### src/psc_pkg.sv
package psc_pkg;

  typedef logic [3:0]  addr_t;
  typedef logic [31:0] word_t;

  ////////////////////////////////////////////////////////////////////////
  // Register offsets and fields
  localparam addr_t CTRL_OFS   = 4'h0;
  localparam addr_t STATUS_OFS = 4'h4;
  localparam addr_t TX_OFS     = 4'h8;
  localparam addr_t RX_OFS     = 4'hc;

  localparam int CTRL_ATTACH = 0;
  localparam int CTRL_CC1    = 1;
  localparam int CTRL_BLEED  = 2;
  localparam int CTRL_SVC_EN = 3;
  localparam int CTRL_INTFLT = 4;
  localparam int CTRL_REARM  = 5;

  localparam int ST_SW_ON   = 0;
  localparam int ST_BLEED   = 1;
  localparam int ST_FLT     = 2;
  localparam int ST_BUSY    = 3;
  localparam int ST_IRQ     = 4;
  localparam int ST_LINE    = 5;
  localparam int ST_CONN_LO = 6;
  localparam int ST_MODE_LO = 8;

  ////////////////////////////////////////////////////////////////////////
  // Timing
  localparam int CLK_MHZ        = 125;
  localparam int CLK_KHZ        = 125000;
  localparam int SPI_FMAX_KHZ   = 8000;
  localparam int SPI_HALF_CYC   = (CLK_KHZ + 2 * SPI_FMAX_KHZ - 1) / (2 * SPI_FMAX_KHZ);
  localparam int BLEED_TIME_US  = 1000;
  localparam int BLEED_CYC      = BLEED_TIME_US * CLK_MHZ;
  localparam int RECOV_TIME_US  = 1000;
  localparam int RECOV_CYC      = RECOV_TIME_US * CLK_MHZ;
  localparam int PULSE_TIME_US  = 1000;
  localparam int PULSE_CYC      = PULSE_TIME_US * CLK_MHZ;
  localparam int SPI_LAST_EDGE  = 8;
  localparam int SPI_TAIL       = 9;

  ////////////////////////////////////////////////////////////////////////
  // Types
  typedef enum logic [1:0] {
    C_DET   = 2'b00,
    C_ATT   = 2'b01,
    C_SAFE  = 2'b10,
    C_RECOV = 2'b11
  } conn_e;

  typedef enum logic [1:0] {
    F_OUT   = 2'b00,
    F_PULSE = 2'b01,
    F_IN    = 2'b10
  } fmode_e;

  typedef struct packed {
    logic s1;
    logic s2;
    logic s3;
    logic f;
  } sync_s;

  typedef struct packed {
    sync_s       fi;
    sync_s       irq;
    sync_s       miso;
    conn_e       conn;
    fmode_e      fmode;
    logic [19:0] cnt;
    logic [19:0] pcnt;
    logic        attach;
    logic        cc1;
    logic        bleed_req;
    logic        svc_en;
    logic        flt_seen;
    logic        busy;
    logic [3:0]  div;
    logic [3:0]  bits;
    logic [7:0]  sh;
    logic [7:0]  tx;
    logic [7:0]  rx;
    logic        sw_on;
    logic        bleed;
    logic        orient_n;
    logic        f_out;
    logic        f_oe;
    logic        f_pd;
    logic        sck;
    logic        mosi;
    logic        ss_n;
    word_t       rdata;
  } state_s;

endpackage

### src/source_port_signal_control.sv
// The register addresses and the plain strobed port were decided locally.
`timescale 1ns/10ps
`default_nettype none

// Operation
// - Orientation low when CC1 terminated, else high
// - Switch-on output closes the bus load switch
// - Switch on only in attached source state
// - Bleed output discharges the bus rail
// - External fault: open switch, bleed, recover
// - Fault line defaults to driven output
// - Internal fault: open-drain low pulse, then input
// - Serial clock never above 8 MHz
// - Companion select low only during transfer
// - Service request triggers a serial transfer
module source_port_signal_control #(
  parameter int unsigned BLEED_CYCLES = psc_pkg::BLEED_CYC,
  parameter int unsigned RECOV_CYCLES = psc_pkg::RECOV_CYC,
  parameter int unsigned PULSE_CYCLES = psc_pkg::PULSE_CYC
) (
  input  wire logic           CLK,
  input  wire logic           NRST,
  input  wire psc_pkg::addr_t ADDR,
  input  wire psc_pkg::word_t WDATA,
  input  wire logic           WR,
  input  wire logic           RD,
  output var  psc_pkg::word_t RDATA,
  input  wire logic           FAULT_LINE_IN,
  output var  logic           SHARED_FAULT_LINE_OUT,
  output var  logic           SHARED_FAULT_LINE_OE,
  output var  logic           SHARED_FAULT_LINE_PD,
  output var  logic           ORIENT_N,
  output var  logic           BUS_POWER_SWITCH_ON,
  output var  logic           BUS_POWER_BLEED,
  output var  logic           SPI_SCK,
  output var  logic           SPI_MOSI,
  input  wire logic           SPI_MISO,
  output var  logic           SPI_SS_N,
  input  wire logic           SPI_IRQ_N
);
  import psc_pkg::*;

  if (BLEED_CYCLES < 1 || BLEED_CYCLES > 20'hfffff ||
      RECOV_CYCLES < 8 || RECOV_CYCLES > 20'hfffff ||
      PULSE_CYCLES < 1 || PULSE_CYCLES > 20'hfffff) begin : g_chk
    $error("Cycle counts out of range for 20-bit counters");
  end
  if (SPI_HALF_CYC < 1 || SPI_HALF_CYC > 16) begin : g_chk_spi
    $error("Serial half period does not fit its divider");
  end
  // A pulse still running after recovery would read back as an external fault
  if (PULSE_CYCLES + 8 > BLEED_CYCLES + RECOV_CYCLES) begin : g_chk_pulse
    $error("Fault pulse must end well before recovery completes");
  end

  state_s r;
  state_s n;
  logic   ext_flt;
  logic   wr_ctrl;
  logic   start;
  logic   tick;

  // Change is accepted only once stages two and three agree
  function automatic sync_s sync_step(sync_s s, logic pin);
    sync_s o;
    o    = s;
    o.s1 = pin;
    o.s2 = s.s1;
    o.s3 = s.s2;
    if (s.s2 == s.s3) begin
      o.f = s.s3;
    end
    return o;
  endfunction

  ////////////////////////////////////////////////////////////////////////
  always_comb begin
    n      = r;
    n.fi   = sync_step(r.fi, FAULT_LINE_IN);
    n.irq  = sync_step(r.irq, SPI_IRQ_N);
    n.miso = sync_step(r.miso, SPI_MISO);
    wr_ctrl = WR && ADDR == CTRL_OFS;

    // Our own low drive and the forwarded fault must not read back as external
    ext_flt = !r.fi.f && !(r.f_oe && !r.f_out) &&
              (r.conn == C_DET || r.conn == C_ATT);

    if (wr_ctrl) begin
      n.attach    = WDATA[CTRL_ATTACH];
      n.cc1       = WDATA[CTRL_CC1];
      n.bleed_req = WDATA[CTRL_BLEED];
      n.svc_en    = WDATA[CTRL_SVC_EN];
    end

    case (r.conn)
      C_DET: begin
        if (ext_flt) begin
          n.conn = C_SAFE;
          n.cnt  = 20'(BLEED_CYCLES - 1);
        end else if (r.attach) begin
          n.conn = C_ATT;
        end
      end
      C_ATT: begin
        if (ext_flt) begin
          n.conn = C_SAFE;
          n.cnt  = 20'(BLEED_CYCLES - 1);
        end else if (!r.attach) begin
          n.conn = C_DET;
        end
      end
      C_SAFE: begin
        if (r.cnt == 20'h0) begin
          n.conn = C_RECOV;
          n.cnt  = 20'(RECOV_CYCLES - 1);
        end else begin
          n.cnt = r.cnt - 20'h1;
        end
      end
      C_RECOV: begin
        if (r.cnt == 20'h0) begin
          n.conn = C_DET;
        end else begin
          n.cnt = r.cnt - 20'h1;
        end
      end
      default: begin
        n.conn = C_DET;
      end
    endcase

    case (r.fmode)
      F_PULSE: begin
        if (r.pcnt == 20'h0) begin
          n.fmode = F_IN;
        end else begin
          n.pcnt = r.pcnt - 20'h1;
        end
      end
      F_IN: begin
        if (wr_ctrl && WDATA[CTRL_REARM]) begin
          n.fmode = F_OUT;
        end
      end
      F_OUT: begin
        n.fmode = F_OUT;
      end
      default: begin
        n.fmode = F_IN;
      end
    endcase

    // A repeat internal fault during the pulse does not stretch it
    if (wr_ctrl && WDATA[CTRL_INTFLT] && r.fmode != F_PULSE) begin
      n.fmode = F_PULSE;
      n.pcnt  = 20'(PULSE_CYCLES - 1);
      n.conn  = C_SAFE;
      n.cnt   = 20'(BLEED_CYCLES - 1);
    end

    // Set wins over a write-one clear in the same cycle
    if (WR && ADDR == STATUS_OFS && WDATA[ST_FLT]) begin
      n.flt_seen = 1'b0;
    end
    if (ext_flt || (wr_ctrl && WDATA[CTRL_INTFLT])) begin
      n.flt_seen = 1'b1;
    end

    ////////////////////////////////////////////////////////////////////////
    // Serial master, mode 0, one byte per select window
    if (WR && ADDR == TX_OFS) begin
      n.tx = WDATA[7:0];
    end
    start = !r.busy && ((WR && ADDR == TX_OFS) || (r.svc_en && !r.irq.f));
    tick  = r.div == 4'h0;
    if (start) begin
      n.busy = 1'b1;
      n.ss_n = 1'b0;
      n.sck  = 1'b0;
      n.div  = 4'(SPI_HALF_CYC - 1);
      n.bits = 4'h0;
      n.sh   = (WR && ADDR == TX_OFS) ? WDATA[7:0] : r.tx;
      n.mosi = n.sh[7];
    end else if (r.busy) begin
      if (!tick) begin
        n.div = r.div - 4'h1;
      end else begin
        n.div = 4'(SPI_HALF_CYC - 1);
        if (r.bits == 4'(SPI_TAIL)) begin
          n.busy = 1'b0;
          n.ss_n = 1'b1;
          n.rx   = r.sh;
        end else if (!r.sck) begin
          n.sck  = 1'b1;
          n.sh   = {r.sh[6:0], r.miso.f};
          n.bits = r.bits + 4'h1;
        end else begin
          n.sck  = 1'b0;
          n.mosi = r.sh[7];
          if (r.bits == 4'(SPI_LAST_EDGE)) begin
            n.bits = 4'(SPI_TAIL);
          end
        end
      end
    end

    ////////////////////////////////////////////////////////////////////////
    // Registered pin values, computed from the next state
    n.sw_on    = n.conn == C_ATT;
    n.bleed    = n.conn == C_SAFE || (n.bleed_req && !n.sw_on);
    n.orient_n = !n.cc1;
    n.f_oe     = n.fmode != F_IN;
    n.f_pd     = n.fmode == F_PULSE;
    n.f_out    = !(n.fmode == F_PULSE || n.conn == C_SAFE);

    n.rdata = '0;
    if (RD) begin
      case (ADDR)
        CTRL_OFS: begin
          n.rdata[CTRL_ATTACH] = r.attach;
          n.rdata[CTRL_CC1]    = r.cc1;
          n.rdata[CTRL_BLEED]  = r.bleed_req;
          n.rdata[CTRL_SVC_EN] = r.svc_en;
        end
        STATUS_OFS: begin
          n.rdata[ST_SW_ON]                 = r.sw_on;
          n.rdata[ST_BLEED]                 = r.bleed;
          n.rdata[ST_FLT]                   = r.flt_seen;
          n.rdata[ST_BUSY]                  = r.busy;
          n.rdata[ST_IRQ]                   = !r.irq.f;
          n.rdata[ST_LINE]                  = r.fi.f;
          n.rdata[ST_CONN_LO+1:ST_CONN_LO]  = r.conn;
          n.rdata[ST_MODE_LO+1:ST_MODE_LO]  = r.fmode;
        end
        TX_OFS: begin
          n.rdata[7:0] = r.tx;
        end
        RX_OFS: begin
          n.rdata[7:0] = r.rx;
        end
        default: begin
          n.rdata = '0;
        end
      endcase
    end

    // Idle levels: clock and data low, select high, fault line driven high
    if (!NRST) begin
      n          = '0;
      n.conn     = C_DET;
      n.fmode    = F_OUT;
      n.fi       = '1;
      n.irq      = '1;
      n.orient_n = 1'b1;
      n.f_out    = 1'b1;
      n.f_oe     = 1'b1;
      n.ss_n     = 1'b1;
    end
  end

  always_ff @(posedge CLK) begin
    r <= n;
  end

  assign RDATA                 = r.rdata;
  assign SHARED_FAULT_LINE_OUT = r.f_out;
  assign SHARED_FAULT_LINE_OE  = r.f_oe;
  assign SHARED_FAULT_LINE_PD  = r.f_pd;
  assign ORIENT_N              = r.orient_n;
  assign BUS_POWER_SWITCH_ON   = r.sw_on;
  assign BUS_POWER_BLEED       = r.bleed;
  assign SPI_SCK               = r.sck;
  assign SPI_MOSI              = r.mosi;
  assign SPI_SS_N              = r.ss_n;

  ////////////////////////////////////////////////////////////////////////
  // Checks
  logic [19:0] plen;
  always_ff @(posedge CLK) begin
    if (!NRST || r.fmode != F_PULSE) begin
      plen <= 20'h0;
    end else begin
      plen <= plen + 20'h1;
    end
  end
endmodule

`default_nettype wire

### config.mk
export PLATFORM = sky130hd
export DESIGN_NAME = source_port_signal_control
export DESIGN_NICKNAME = d
export VERILOG_FILES = /design/src/psc_pkg.sv /design/src/source_port_signal_control.sv
export SDC_FILE = /design/constraint.sdc
export NUM_CORES = 1
export LEC_CHECK = 0
export CAP_MARGIN = 10
export CORE_MARGIN = 2
export CORE_UTILIZATION = 30
export CTS_CLUSTER_DIAMETER = 150
export DETAILED_ROUTE_END_ITERATION = 8
export DONT_BUFFER_PORTS = 1
export SYNTH_ARGS = -nofsm -noshare
export SYNTH_HDL_FRONTEND = slang
export SYNTH_SLANG_ARGS = --single-unit
### constraint.sdc
create_clock -name CLK -period 5.9 [get_ports CLK]
set_clock_uncertainty 0.15 [all_clocks]
set_input_delay 1.18 -clock CLK [delete_from_list [all_inputs] [get_ports CLK]]
set_output_delay 1.18 -clock CLK [all_outputs]
set_load 0.01 [all_outputs]
### After elaboration in Yosys (flattened, before gate mapping)

Cells that the tools add are included.

* input bits: 43
* logic and storage cells: 169
* bits in registers: 135

* equality and inequality tests: 26
* reductions and logical operators: 53
* add/subtract/negate cells: 4
* multiplexer cells: 40
* bitwise operators: 4

Operators by type and width (number)
* $mux W20: 5
* $pmux W20 S3: 1
* $mux W44: 1
* $logic_not A20 Y1: 2
* $sub A20 B1 Y20 const B: 2
* $mux W17: 2
* $mux W12: 2
* $mux W2: 11
* $eq A4 B4 Y1 const B: 4
* $mux W8: 2
* $pmux W4 S4: 1
* $reduce_and A4 Y1: 4
* $logic_and A1 B1 Y1: 13
* $mux W4: 3
* $pmux W4 S3: 1
* $reduce_bool A2 Y1: 6
* $ne A2 B1 Y1 const B: 5
* $reduce_and A2 Y1: 5
* $reduce_and A3 Y1: 3
* $eq A2 B1 Y1 const B: 4
* $eq A2 B2 Y1 const B: 4
* $logic_not A1 Y1: 8
* $logic_not A4 Y1: 2
* $mux W1: 8
* other kinds (14): 28

### Longest topological paths before layout

Gate-level depths: netlist of run 1.

* depth after elaboration: 12
* gate-level depth with buffers: 9

### Worst setup path before layout of run 1

OpenSTA, ideal clock, no wires.

* kind: input to register
* start point: input ADDR[1]
* end point: register r[121] in the netlist's numbering
* buffers on the path: 2
* setup time: 0.128 ns
* slack: 2.823 ns
* stages on the path: 7
* data arrival time: 2.799 ns
* cell sequence: nor4b_2 -> nor2b_1 -> clkbuf_1 -> nand3_1 -> nand2_1 -> clkbuf_1 -> nor2_1

* longest elaborated chain between the ends: 5

RTL lines
* start: declaration: line source_port_signal_control.sv:23 `input wire psc_pkg::addr_t ADDR,`
* $logic_not A4 Y1: line source_port_signal_control.sv:82 `wr_ctrl = WR && ADDR == CTRL_OFS;`
* $logic_and A1 B1 Y1: line source_port_signal_control.sv:82
* $logic_and A1 B1 Y1 (2 in a row): line source_port_signal_control.sv:154 `if (wr_ctrl && WDATA[CTRL_INTFLT] && r.fmode != F_PULSE) begin`
* $mux W44: line source_port_signal_control.sv:154
* end signal: assignment: line source_port_signal_control.sv:262 `r <= n;`
* end: declaration: line source_port_signal_control.sv:56 `state_s r;`

Every way passes these cells.
A chain may end at the register's enable or synchronous reset.

### Worst setup path after layout of run 1

* start point: input ADDR[1]
* end point: register r[118] in the netlist's numbering

* longest elaborated chain between the ends: 5

RTL lines (line)
* $logic_not A4 Y1: source_port_signal_control.sv:82
* $logic_and A1 B1 Y1: source_port_signal_control.sv:82
* $logic_and A1 B1 Y1 (2 in a row): source_port_signal_control.sv:154
* $reduce_or A2 Y1 (no source line)

Every way passes these cells.

==> flow_summary.json, run 1 <==
{
  "synth_area_um2": 4980,
  "slew_viol_final": 0,
  "dpl_cell_area_um2": 5040,
  "synth_edf_count": 0,
  "fp.dieW_um": 133,
  "synthSimpleGateAreaFrac_pct": 22.9,
  "hold_path_class": "register to register",
  "clk_latency_ns": 0.41,
  "ys_ff_latch": 113,
  "final_common_cell": "dfxtp_1",
  "core_um2": 16400,
  "nNetsFinal": 597,
  "wl_per_cell_um": 15.2,
  "grt_setup_unrepaired": "false",
  "final-setup-viol-count": 0,
  "p_leak_nw": 2.08,
  "die_y_um": 133,
  "place_congestion": 0.795,
  "synthMuxAreaShare_pct": 5.45,
  "rows": 47,
  "path_class": "input port to register",
  "post_cts_hold_buffer_count": 0,
  "cpLargestDelayFamily": "simple AND/OR/NAND/NOR gates",
  "drive_gt1_share_pct": 7.51,
  "synth_ff_type": "dfxtp_1",
  "io_buffers": 0,
  "crit_chain": "nor4b_2, buf_4, nor2b_1, nand3_1, buf_4, nand2_1, a211o_1, nor2_1",
  "worstMarginPinSlew_ns": 1.09,
  "pin_count": 84,
  "tns_ns": 0,
  "synthDistinctLibCells": 53,
  "drc": 0,
  "clkSinkCount": 113,
  "syn_area_per_cell_um2": 8.93,
  "cpPeakStageDelay_ns": 0.51,
  "rr_worst_depth": 6,
  "worstPathRequired_ns": 6.03,
  "grt_overflow_total": 0,
  "ant_nets": 0,
  "maxCapViolCount": 0,
  "ys_seq_area_share_pct": 45.4,
  "slew-limit-headroom_pct": 26.4,
  "crit_top_cell": "buf_4",
  "dpl.hpwl_mm": 8.29,
  "die-area_um2": 17700,
  "antenna_found_initial": 0,
  "grtUsageTotal_pct": 13.9,
  "synthCells": 558,
  "post_cts_buffers": 0,
  "power_density_nw_per_um2": 338,
  "fin_crit_sh_pct": 55.6,
  "cts_buffers": 17,
  "hold_depth": 1,
  "outcome": "finished clean",
  "cts_resized": 0,
  "vias_per_cell": 4.98,
  "cp_max_fo": 17,
  "initial_core_util_pct": 30.4,
  "synth_fa_ha_area_share_pct": 1.76,
  "htreeDepth": 4,
  "synth_top_area_share_pct": 45.4,
  "cp-start-kind": "input port",
  "clock.fmax_ghz": 0.305,
  "layout_common_cells": "113 x dfxtp_1, 81 x nor2_1, 35 x a21oi_1, 29 x nand2_1, 22 x conb_1",
  "yosysTopAreaCell": "dfxtp_1",
  "synth-compound-area-share_pct": 11.9,
  "endpoint_kind": "register",
  "path_depth": 8,
  "layout_min_cycle_time_ns": 3.28,
  "drtIter0Drc": 276,
  "clock_path_buffers": 2,
  "grt_pass1_wl_mm": 19.2,
  "vias": 3877,
  "synth-xor-area-share_pct": 4.92,
  "final_cell_area_um2": 5620,
  "clockRootBuffer": "clkbuf_16",
  "first_global_vias": 3727,
  "hold_viol": 0,
  "synth_top_family_by_area": "simple AND/OR/NAND/NOR gates",
  "yosys-top-cells-area": "dfxtp_1 45%, nor2_1 6.1%, buf_4 4.8%",
  "wl_mm": 11.8,
  "grt_max_degree": 44,
  "clk_pin_slew_worst_paths_ns": 0.05,
  "yosys_warnings": 0,
  "crit_buf_inv": 2,
  "async_reset_ff_share_pct": 0,
  "area_delta_synth_final_pct": 12.8,
  "diodes": 0,
  "worstPathArrival_ns": 3.42,
  "drtPass1Iterations": 5,
  "cts_tree": "yes",
  "worst_path_max_delay_cell": "nand2_1",
  "vdd_drop_max_uv": 223
}
-- logic make-up after synthesis --
kind of cell / after synthesis
AO/OA/AOI/OAI: 94
XOR/XNOR: 28
adder cells (fa/ha/maj): 7
buffers and inverters: 69
flip-flops: 113
multiplexers: 22
other: 1
AND/OR/NAND/NOR: 224
-- state kept, by name, indices dropped and copies added, names as in the netlist --
name / cells
SHARED_FAULT_LINE_OE: 1
ORIENT_N: 1
SPI_SCK: 1
SHARED_FAULT_LINE_OUT: 1
SHARED_FAULT_LINE_PD: 1
BUS_POWER_SWITCH_ON: 1
SPI_MOSI: 1
r: 94
BUS_POWER_BLEED: 1
SPI_SS_N: 1
RDATA: 10
-- through the flow --
step / util (%) / hold slack (ns) / worst slack [ns] / cells / total power [mW]
after detailed placement: 30.7 / 0.249 / 2.18 / 748 / 0.902
after global placement: 30.7 / 0.239 / 2.27 / 748 / 0.899
final: 34.3 / 0.257 / 2.62 / 779 / 1.90
after global routing: 34.3 / 0.270 / 2.31 / 779 / 1.97
after floorplan: - / 0.236 / 2.82 / 579 / 0.896
after CTS: 34.3 / 0.261 / 2.62 / 779 / 1.92
-- metal layers --
layer	wire, µm	share of wire [%]	up-vias	track usage, %
met3	723	6.1	17	4.94
met5	0	0	-	0
li1	-	-	1889	-
met1	5500	46	1865	17.6
met2	5360	45	106	21.4
met4	260	2.2	0	6.27
-- final timing paths --
kind | start | end | slack (ns)
max reg2reg | r[73] | r[64] | 2.75
min | r[130] | r[129] | 0.26
min reg2reg | r[130] | r[129] | 0.26
max | ADDR[1] | r[118] | 2.62
-- area by class of cell --
type | count | area (µm²)
Clock buffer | 20 | 447
Clock inverter | 11 | 139
Fill cell | 1667 | 10800
Inverter | 15 | 56.3
Multi-Input combinational cell | 397 | 2420
Sequential cell | 113 | 2260
Tap cell | 220 | 275
Timing Repair Buffer | 3 | 22.5
-- power by group --
part | switching (mW) | leakage (nW) | internal, mW
Sequential | 0.0114 | 0.914 | 0.776
Clock | 0.342 | 0.285 | 0.668
Combinational | 0.0651 | 0.884 | 0.0358
-- cell usage after synthesis, types with 14 or more instances --
master	instances
nor2_1	81
nor4_1	14
dfxtp_1	113
nand3_1	15
a21oi_1	35
nor3_1	18
buf_4	32
nand2b_1	14
mux2i_1	17
clkbuf_1	20
inv_1	14
o21ai_0	19
nand2_1	29
xnor2_1	18
Note: power is estimated with default switching activity, not from simulation.
==> inputs of run 2 (changes only) <==
--- a/config.mk
+++ b/config.mk
@@ -5,6 +5,7 @@
 export SDC_FILE = /design/constraint.sdc
 export NUM_CORES = 1
 export LEC_CHECK = 0
+export ABC_AREA = 1
 export CAP_MARGIN = 10
 export CORE_MARGIN = 2
 export CORE_UTILIZATION = 30
==> constraint.sdc (replaced) <==
create_clock -name CLK -period 3.25 [get_ports CLK]
set_clock_uncertainty 0.15 [all_clocks]
set_input_delay 0.65 -clock CLK [delete_from_list [all_inputs] [get_ports CLK]]
set_output_delay 0.65 -clock CLK [all_outputs]
set_load 0.01 [all_outputs]
==> flow_summary.json, run 2 <==
{
  "outcome": "finished clean",
  "clock.fmax_ghz": 0.483,
  "hold_path_class": "input port to register",
  "final_cell_area_um2": 6390,
  "dpl.hpwl_mm": 9.46,
  "die-area_um2": 20200,
  "drive_gt1_share_pct": 10.7,
  "clk_pin_slew_worst_paths_ns": 0.05,
  "rows": 50,
  "n_fill_cell": 1963,
  "wl_per_cell_um": 12.6,
  "tns_ns": 0,
  "clockRootBuffer": "clkbuf_16",
  "grt_pass1_wl_mm": 21.8,
  "largest_reg_flops": 94,
  "core_um2": 18700,
  "busiest_layer": "met2",
  "ys_seq_area_share_pct": 39.6,
  "met2_usage_pct": 22.0,
  "place_congestion": 0.850,
  "synth_common_cells": "163 x nand2_1, 113 x dfxtp_1, 98 x inv_1",
  "grt_setup_unrepaired": "false",
  "final-setup-viol-count": 0,
  "p_leak_nw": 2.89,
  "endpoint_kind": "register",
  "antenna_found_initial": 2,
  "cp-start-kind": "register",
  "synth_area_um2": 5710,
  "layout_common_cells": "163 x nand2_1, 113 x dfxtp_1, 98 x inv_1, 86 x nor2_1, 58 x a21oi_1",
  "synth_ff_type": "dfxtp_1",
  "worst_path_max_delay_cell": "dfxtp_1",
  "io_buffers": 0,
  "slew-limit-headroom_pct": 51.5,
  "final_common_cell": "nand2_1",
  "cts_resized": 0,
  "clkSinkCount": 113,
  "nNetsFinal": 843,
  "htreeDepth": 4,
  "drc": 0,
  "cts_tree": "yes",
  "ant_nets": 0,
  "crit_chain": "inv_1, nor2_2, inv_1, nand3_4, inv_1, nor2_4, inv_2, a21oi_1, inv_1",
  "dpl_cell_area_um2": 5780,
  "synth_edf_count": 0,
  "yosysTopAreaCell": "dfxtp_1",
  "syn_area_per_cell_um2": 7.16,
  "ys_ff_latch": 113,
  "worstPathRequired_ns": 3.41,
  "yosys-top-cells-area": "dfxtp_1 40%, nand2_1 11%, inv_1 6.4%",
  "yosys_warnings": 0,
  "crit_top_cell": "inv_1",
  "seq_area_um2": 2260,
  "cpPeakStageDelay_ns": 0.30,
  "regMostFlops": "r",
  "synth_top_area_share_pct": 39.6,
  "worstPathArrival_ns": 2.23,
  "post_cts_hold_buffer_count": 0,
  "grt_use_met3_pct": 3.70,
  "cts_buffers": 17,
  "fp.dieW_um": 142,
  "initial_core_util_pct": 30.5,
  "layout_min_cycle_time_ns": 2.07,
  "use_met1_pct": 17.0,
  "wl_mm": 13.0,
  "first_global_vias": 4566,
  "cp_max_fo": 16,
  "grt_max_degree": 46,
  "post_cts_buffers": 0,
  "vdd_drop_max_uv": 370,
  "synthDistinctLibCells": 49,
  "path_class": "register to register",
  "cpLargestDelayFamily": "simple AND/OR/NAND/NOR gates",
  "synthCells": 798,
  "clock_path_buffers": 2,
  "grtUsageTotal_pct": 13.7,
  "vias_per_cell": 4.68,
  "drtPass1Iterations": 4,
  "crit_buf_inv": 5,
  "clk_latency_ns": 0.42,
  "slew_viol_final": 0,
  "fin_crit_sh_pct": 63.7,
  "vias": 4865,
  "synth.most_common_cell": "nand2_1",
  "multi_input_area_um2": 2800,
  "maxCapViolCount": 0,
  "die_y_um": 142,
  "pin_count": 84,
  "worstMarginPinSlew_ns": 0.727,
  "area_delta_synth_final_pct": 11.8,
  "hold_viol": 0,
  "grt_overflow_total": 0,
  "async_reset_ff_share_pct": 0,
  "drtIter0Drc": 274,
  "power_density_nw_per_um2": 565
}
run 2: changes by cell type after synthesis, moves of 17 or more:
| cell | change |
|---|---|
| inv_1 | +84 |
| nand2_1 | +134 |
| mux2i_1 | -17 |
| o21ai_0 | +22 |
| a21oi_1 | +23 |
| nand3_1 | +32 |
run 2: cells by family (layout without fill, tap and decap cells):
| logic type | count (synthesis) | after routing | share of synthesized area [%] |
|---|---|---|---|
| other cells | 1 | 23 | 0.0656 |
| compound gates | 133 | 133 | 13.1 |
| xor+xnor | 20 | 20 | 3.07 |
| flops | 113 | 113 | 39.6 |
| simple gates | 369 | 369 | 29.8 |
| fa+ha+maj | 7 | 7 | 1.53 |
| buf+inv | 155 | 140 | 12.9 |
run 2: final timing paths:
check	startpoint	slack, ns	depth (start not counted)	endpoint
setup / recovery	r[119]	1.18	9	SHARED_FAULT_LINE_OE
hold / removal	SPI_MISO	0.18	2	r[126]
setup reg to reg	r[119]	1.18	9	SHARED_FAULT_LINE_OE
hold reg to reg	r[126]	0.26	2	r[125]
run 2: area by class of cell:
type,instances,area share (%)
tap,234,4.58
clock inverter,11,2.55
multi-input combinational,551,43.8
antenna,1,0.0392
timing repair buffer,3,0.353
inverter,107,6.35
clock buffer,19,6.93
sequential,113,35.4
run 2: layer usage:
layer,wire length [µm],vias up
li1,-,2517
met1,6150,2204
met2,5810,117
met3,755,25
met4,309,2
met5,13,-
run 2: stage by stage:
stage / total power, mW / instances / hold WS [ns] / utilization, % / worst slack [ns]
2_1_floorplan: 1.68 / 819 / 0.240 / - / 1.29
3_3_place_gp: 1.70 / 1008 / 0.250 / 30.9 / 0.847
3_5_place_dp: 1.70 / 1008 / 0.252 / 30.9 / 0.848
6_report: 3.61 / 1039 / 0.178 / 34.1 / 1.18
5_1_grt: 3.75 / 1039 / 0.173 / 34.1 / 0.936
4_1_cts: 3.64 / 1038 / 0.164 / 34.1 / 1.14
run 2: report_power, final:
group	switching [mW]	leakage [nW]	internal [mW]
clock network	0.651	0.303	1.29
registers	0.0167	0.914	1.41
logic	0.164	1.68	0.0816
total	0.832	2.89	2.78
==> inputs of run 3 (changes only) <==
==> constraint.sdc (replaced) <==
create_clock -name CLK -period 1.98 [get_ports CLK]
set_clock_uncertainty 0.15 [all_clocks]
set_input_delay 0.396 -clock CLK [delete_from_list [all_inputs] [get_ports CLK]]
set_output_delay 0.396 -clock CLK [all_outputs]
set_load 0.01 [all_outputs]
==> flow_summary.json, run 3 (synthesis results as in run 2) <==
{
  "outcome": "finished clean",
  "clock.fmax_ghz": 0.541,
  "clkSinkCount": 113,
  "hold_viol": 0,
  "clk_latency_ns": 0.42,
  "cts_buffers": 17,
  "fin_crit_sh_pct": 93.3,
  "grt_setup_unrepaired": "true",
  "place_congestion": 0.902,
  "io_buffers": 0,
  "hold-path-endpoint": "r[77]",
  "clockRootBuffer": "clkbuf_16",
  "slew-limit-headroom_pct": 66.8,
  "grtUsageTotal_pct": 14.4,
  "hold_path_class": "input port to register",
  "hp-start": "WDATA[1]",
  "layout_min_cycle_time_ns": 1.85,
  "grt_overflow_total": 0,
  "r2r_end": "r[112]",
  "dpl_cell_area_um2": 5970,
  "cpLargestDelayFamily": "simple AND/OR/NAND/NOR gates",
  "drtPass1Iterations": 5,
  "htreeDepth": 4,
  "cpPeakStageDelay_ns": 0.32,
  "cts_tree": "yes",
  "layout_common_cells": "163 x nand2_1, 113 x dfxtp_1, 96 x inv_1, 83 x nor2_1, 58 x a21oi_1",
  "grt_max_degree": 43,
  "fp.dieW_um": 142,
  "initial_core_util_pct": 30.5,
  "regMostFlops": "r",
  "worstPathRequired_ns": 2.13,
  "largest_reg_flops": 94,
  "hold_ws_ns": 0.0152,
  "first_global_vias": 4660,
  "fin_cells": 1075,
  "rr_worst_depth": 10,
  "p_leak_nw": 3.07,
  "nNetsFinal": 878,
  "diodes": 0,
  "grt_pass1_wl_mm": 23.0,
  "dp_cells": 1034,
  "crit_chain": "inv_1, ha_1, nand2_2, nor2_4, nand3_4, nand2_2, nand2_1, nand2_1, nor3_1, nor2_1",
  "ant_nets": 0,
  "vias_per_cell": 4.62,
  "vias": 4963,
  "wl_per_cell_um": 12.8,
  "path_class": "register to register",
  "vdd_drop_max_uv": 627,
  "p_clk_share_pct": 52.4,
  "area_delta_synth_final_pct": 17.1,
  "layout_setup_ws_ns": 0.132,
  "rrSetupSlack_ns": 0.13,
  "cp_max_fo": 5,
  "die-area_um2": 20200,
  "drtIter0Drc": 287,
  "die_y_um": 142,
  "power_density_nw_per_um2": 884,
  "cp-start-kind": "register",
  "dpl.hpwl_mm": 9.88,
  "place_ws_ns": 0.118,
  "worstPathArrival_ns": 2.00,
  "worst_path_max_delay_cell": "dfxtp_1",
  "core_um2": 18700,
  "drc": 0,
  "antenna_found_initial": 0,
  "p_seq_share_pct": 39.6,
  "swShare_pct": 23.5,
  "final_common_cell": "nand2_1",
  "endpoint_kind": "register",
  "clock_path_buffers": 2,
  "maxCapViolCount": 0,
  "crit_buf_inv": 1,
  "pin_count": 84,
  "hold_depth": 2,
  "final_cell_area_um2": 6690,
  "rr_startpoint": "r[99]",
  "drive_gt1_share_pct": 14.6,
  "final-setup-viol-count": 0,
  "p_total_mw": 5.92,
  "wl_mm": 13.8,
  "combPwrFrac_pct": 8.0,
  "worstMarginPinSlew_ns": 0.497,
  "n_fill_cell": 1943,
  "rows": 50,
  "p_switching_mw": 1.39,
  "clk_pin_slew_worst_paths_ns": 0.05,
  "intPower_mw": 4.52,
  "slew_viol_final": 0
}
run 3: cell types whose count changed in the layout (fill, tap and decap cells not counted), sizes merged:
| cell | delta |
|---|---|
| buf | +31 |
| dlygate4sd3 | +4 |
| bufinv | -1 |
| clkbuf | +3 |
| diode | -1 |
| clkinvlp | +2 |
| inv | -1 |
| clkinv | -1 |
run 3: worst reg2reg max path, cell delays in order (launching register included):
cell and delay, ns:
dfxtp_1 0.32, inv_1 0.07, ha_1 0.22, nand2_2 0.14
nor2_4 0.07, nand3_4 0.09, nand2_2 0.09, nand2_1 0.14
nand2_1 0.17, nor3_1 0.22, nor2_1 0.07
run 3: worst max path at each step:
stage	end	depth (start not counted)	slack, ns	from
after floorplan	r[100]	11	0.22	r[99]
after global placement	SHARED_FAULT_LINE_PD	10	0.11	r[79]
after detailed placement	r[120]	8	0.12	ADDR[2]
after CTS	r[90]	12	0.10	r[79]
after global routing	r[110]	10	-0.008	r[99]
final	r[112]	10	0.13	r[99]
run 3: power by group through the flow:
stage	registers [mW]	logic [mW]	clock network (mW)
finish	2.34	0.473	3.10
global route	2.35	0.539	3.26
CTS	2.34	0.468	3.16
detailed placement	2.39	0.438	0
global placement	2.39	0.436	0
floorplan	2.38	0.377	0
run 3: cell type report:
class / instances / area (µm²) / share of cell area [%]
Multi-Input combinational cell: 551 / 2820 / 42.2
Sequential cell: 113 / 2260 / 33.8
Clock buffer: 22 / 464 / 6.94
Inverter: 107 / 405 / 6.06
Timing Repair Buffer: 38 / 308 / 4.60
Tap cell: 234 / 293 / 4.38
Clock inverter: 10 / 134 / 2.00
run 3: metal layers:
layer  global-route usage (%)  vias up  wire (µm)
met5                        0        -          0
met4                     5.53        0        182
met3                     4.17       13        774
met2                     22.5      128       6290
met1                     18.8     2244       6500
li1                         -     2578          -
run 3: timing repair:
item / 4_1_cts / 5_1_grt
endpoints found under the setup margin: 0 / 16
setup buffers: 0 / 4
endpoints found under the hold margin: 46 / 0
hold buffers: 5 / 0
gates resized for setup: 0 / 9
run 3: per-stage QoR:
| stage | utilization [%] | TNS (ns) |
|---|---|---|
| floorplan | - | 0 |
| global placement | 31.9 | 0 |
| finish | 35.8 | 0 |
| detailed placement | 31.9 | 0 |
| CTS | 35.5 | 0 |
| global route | 35.8 | -0.0191 |
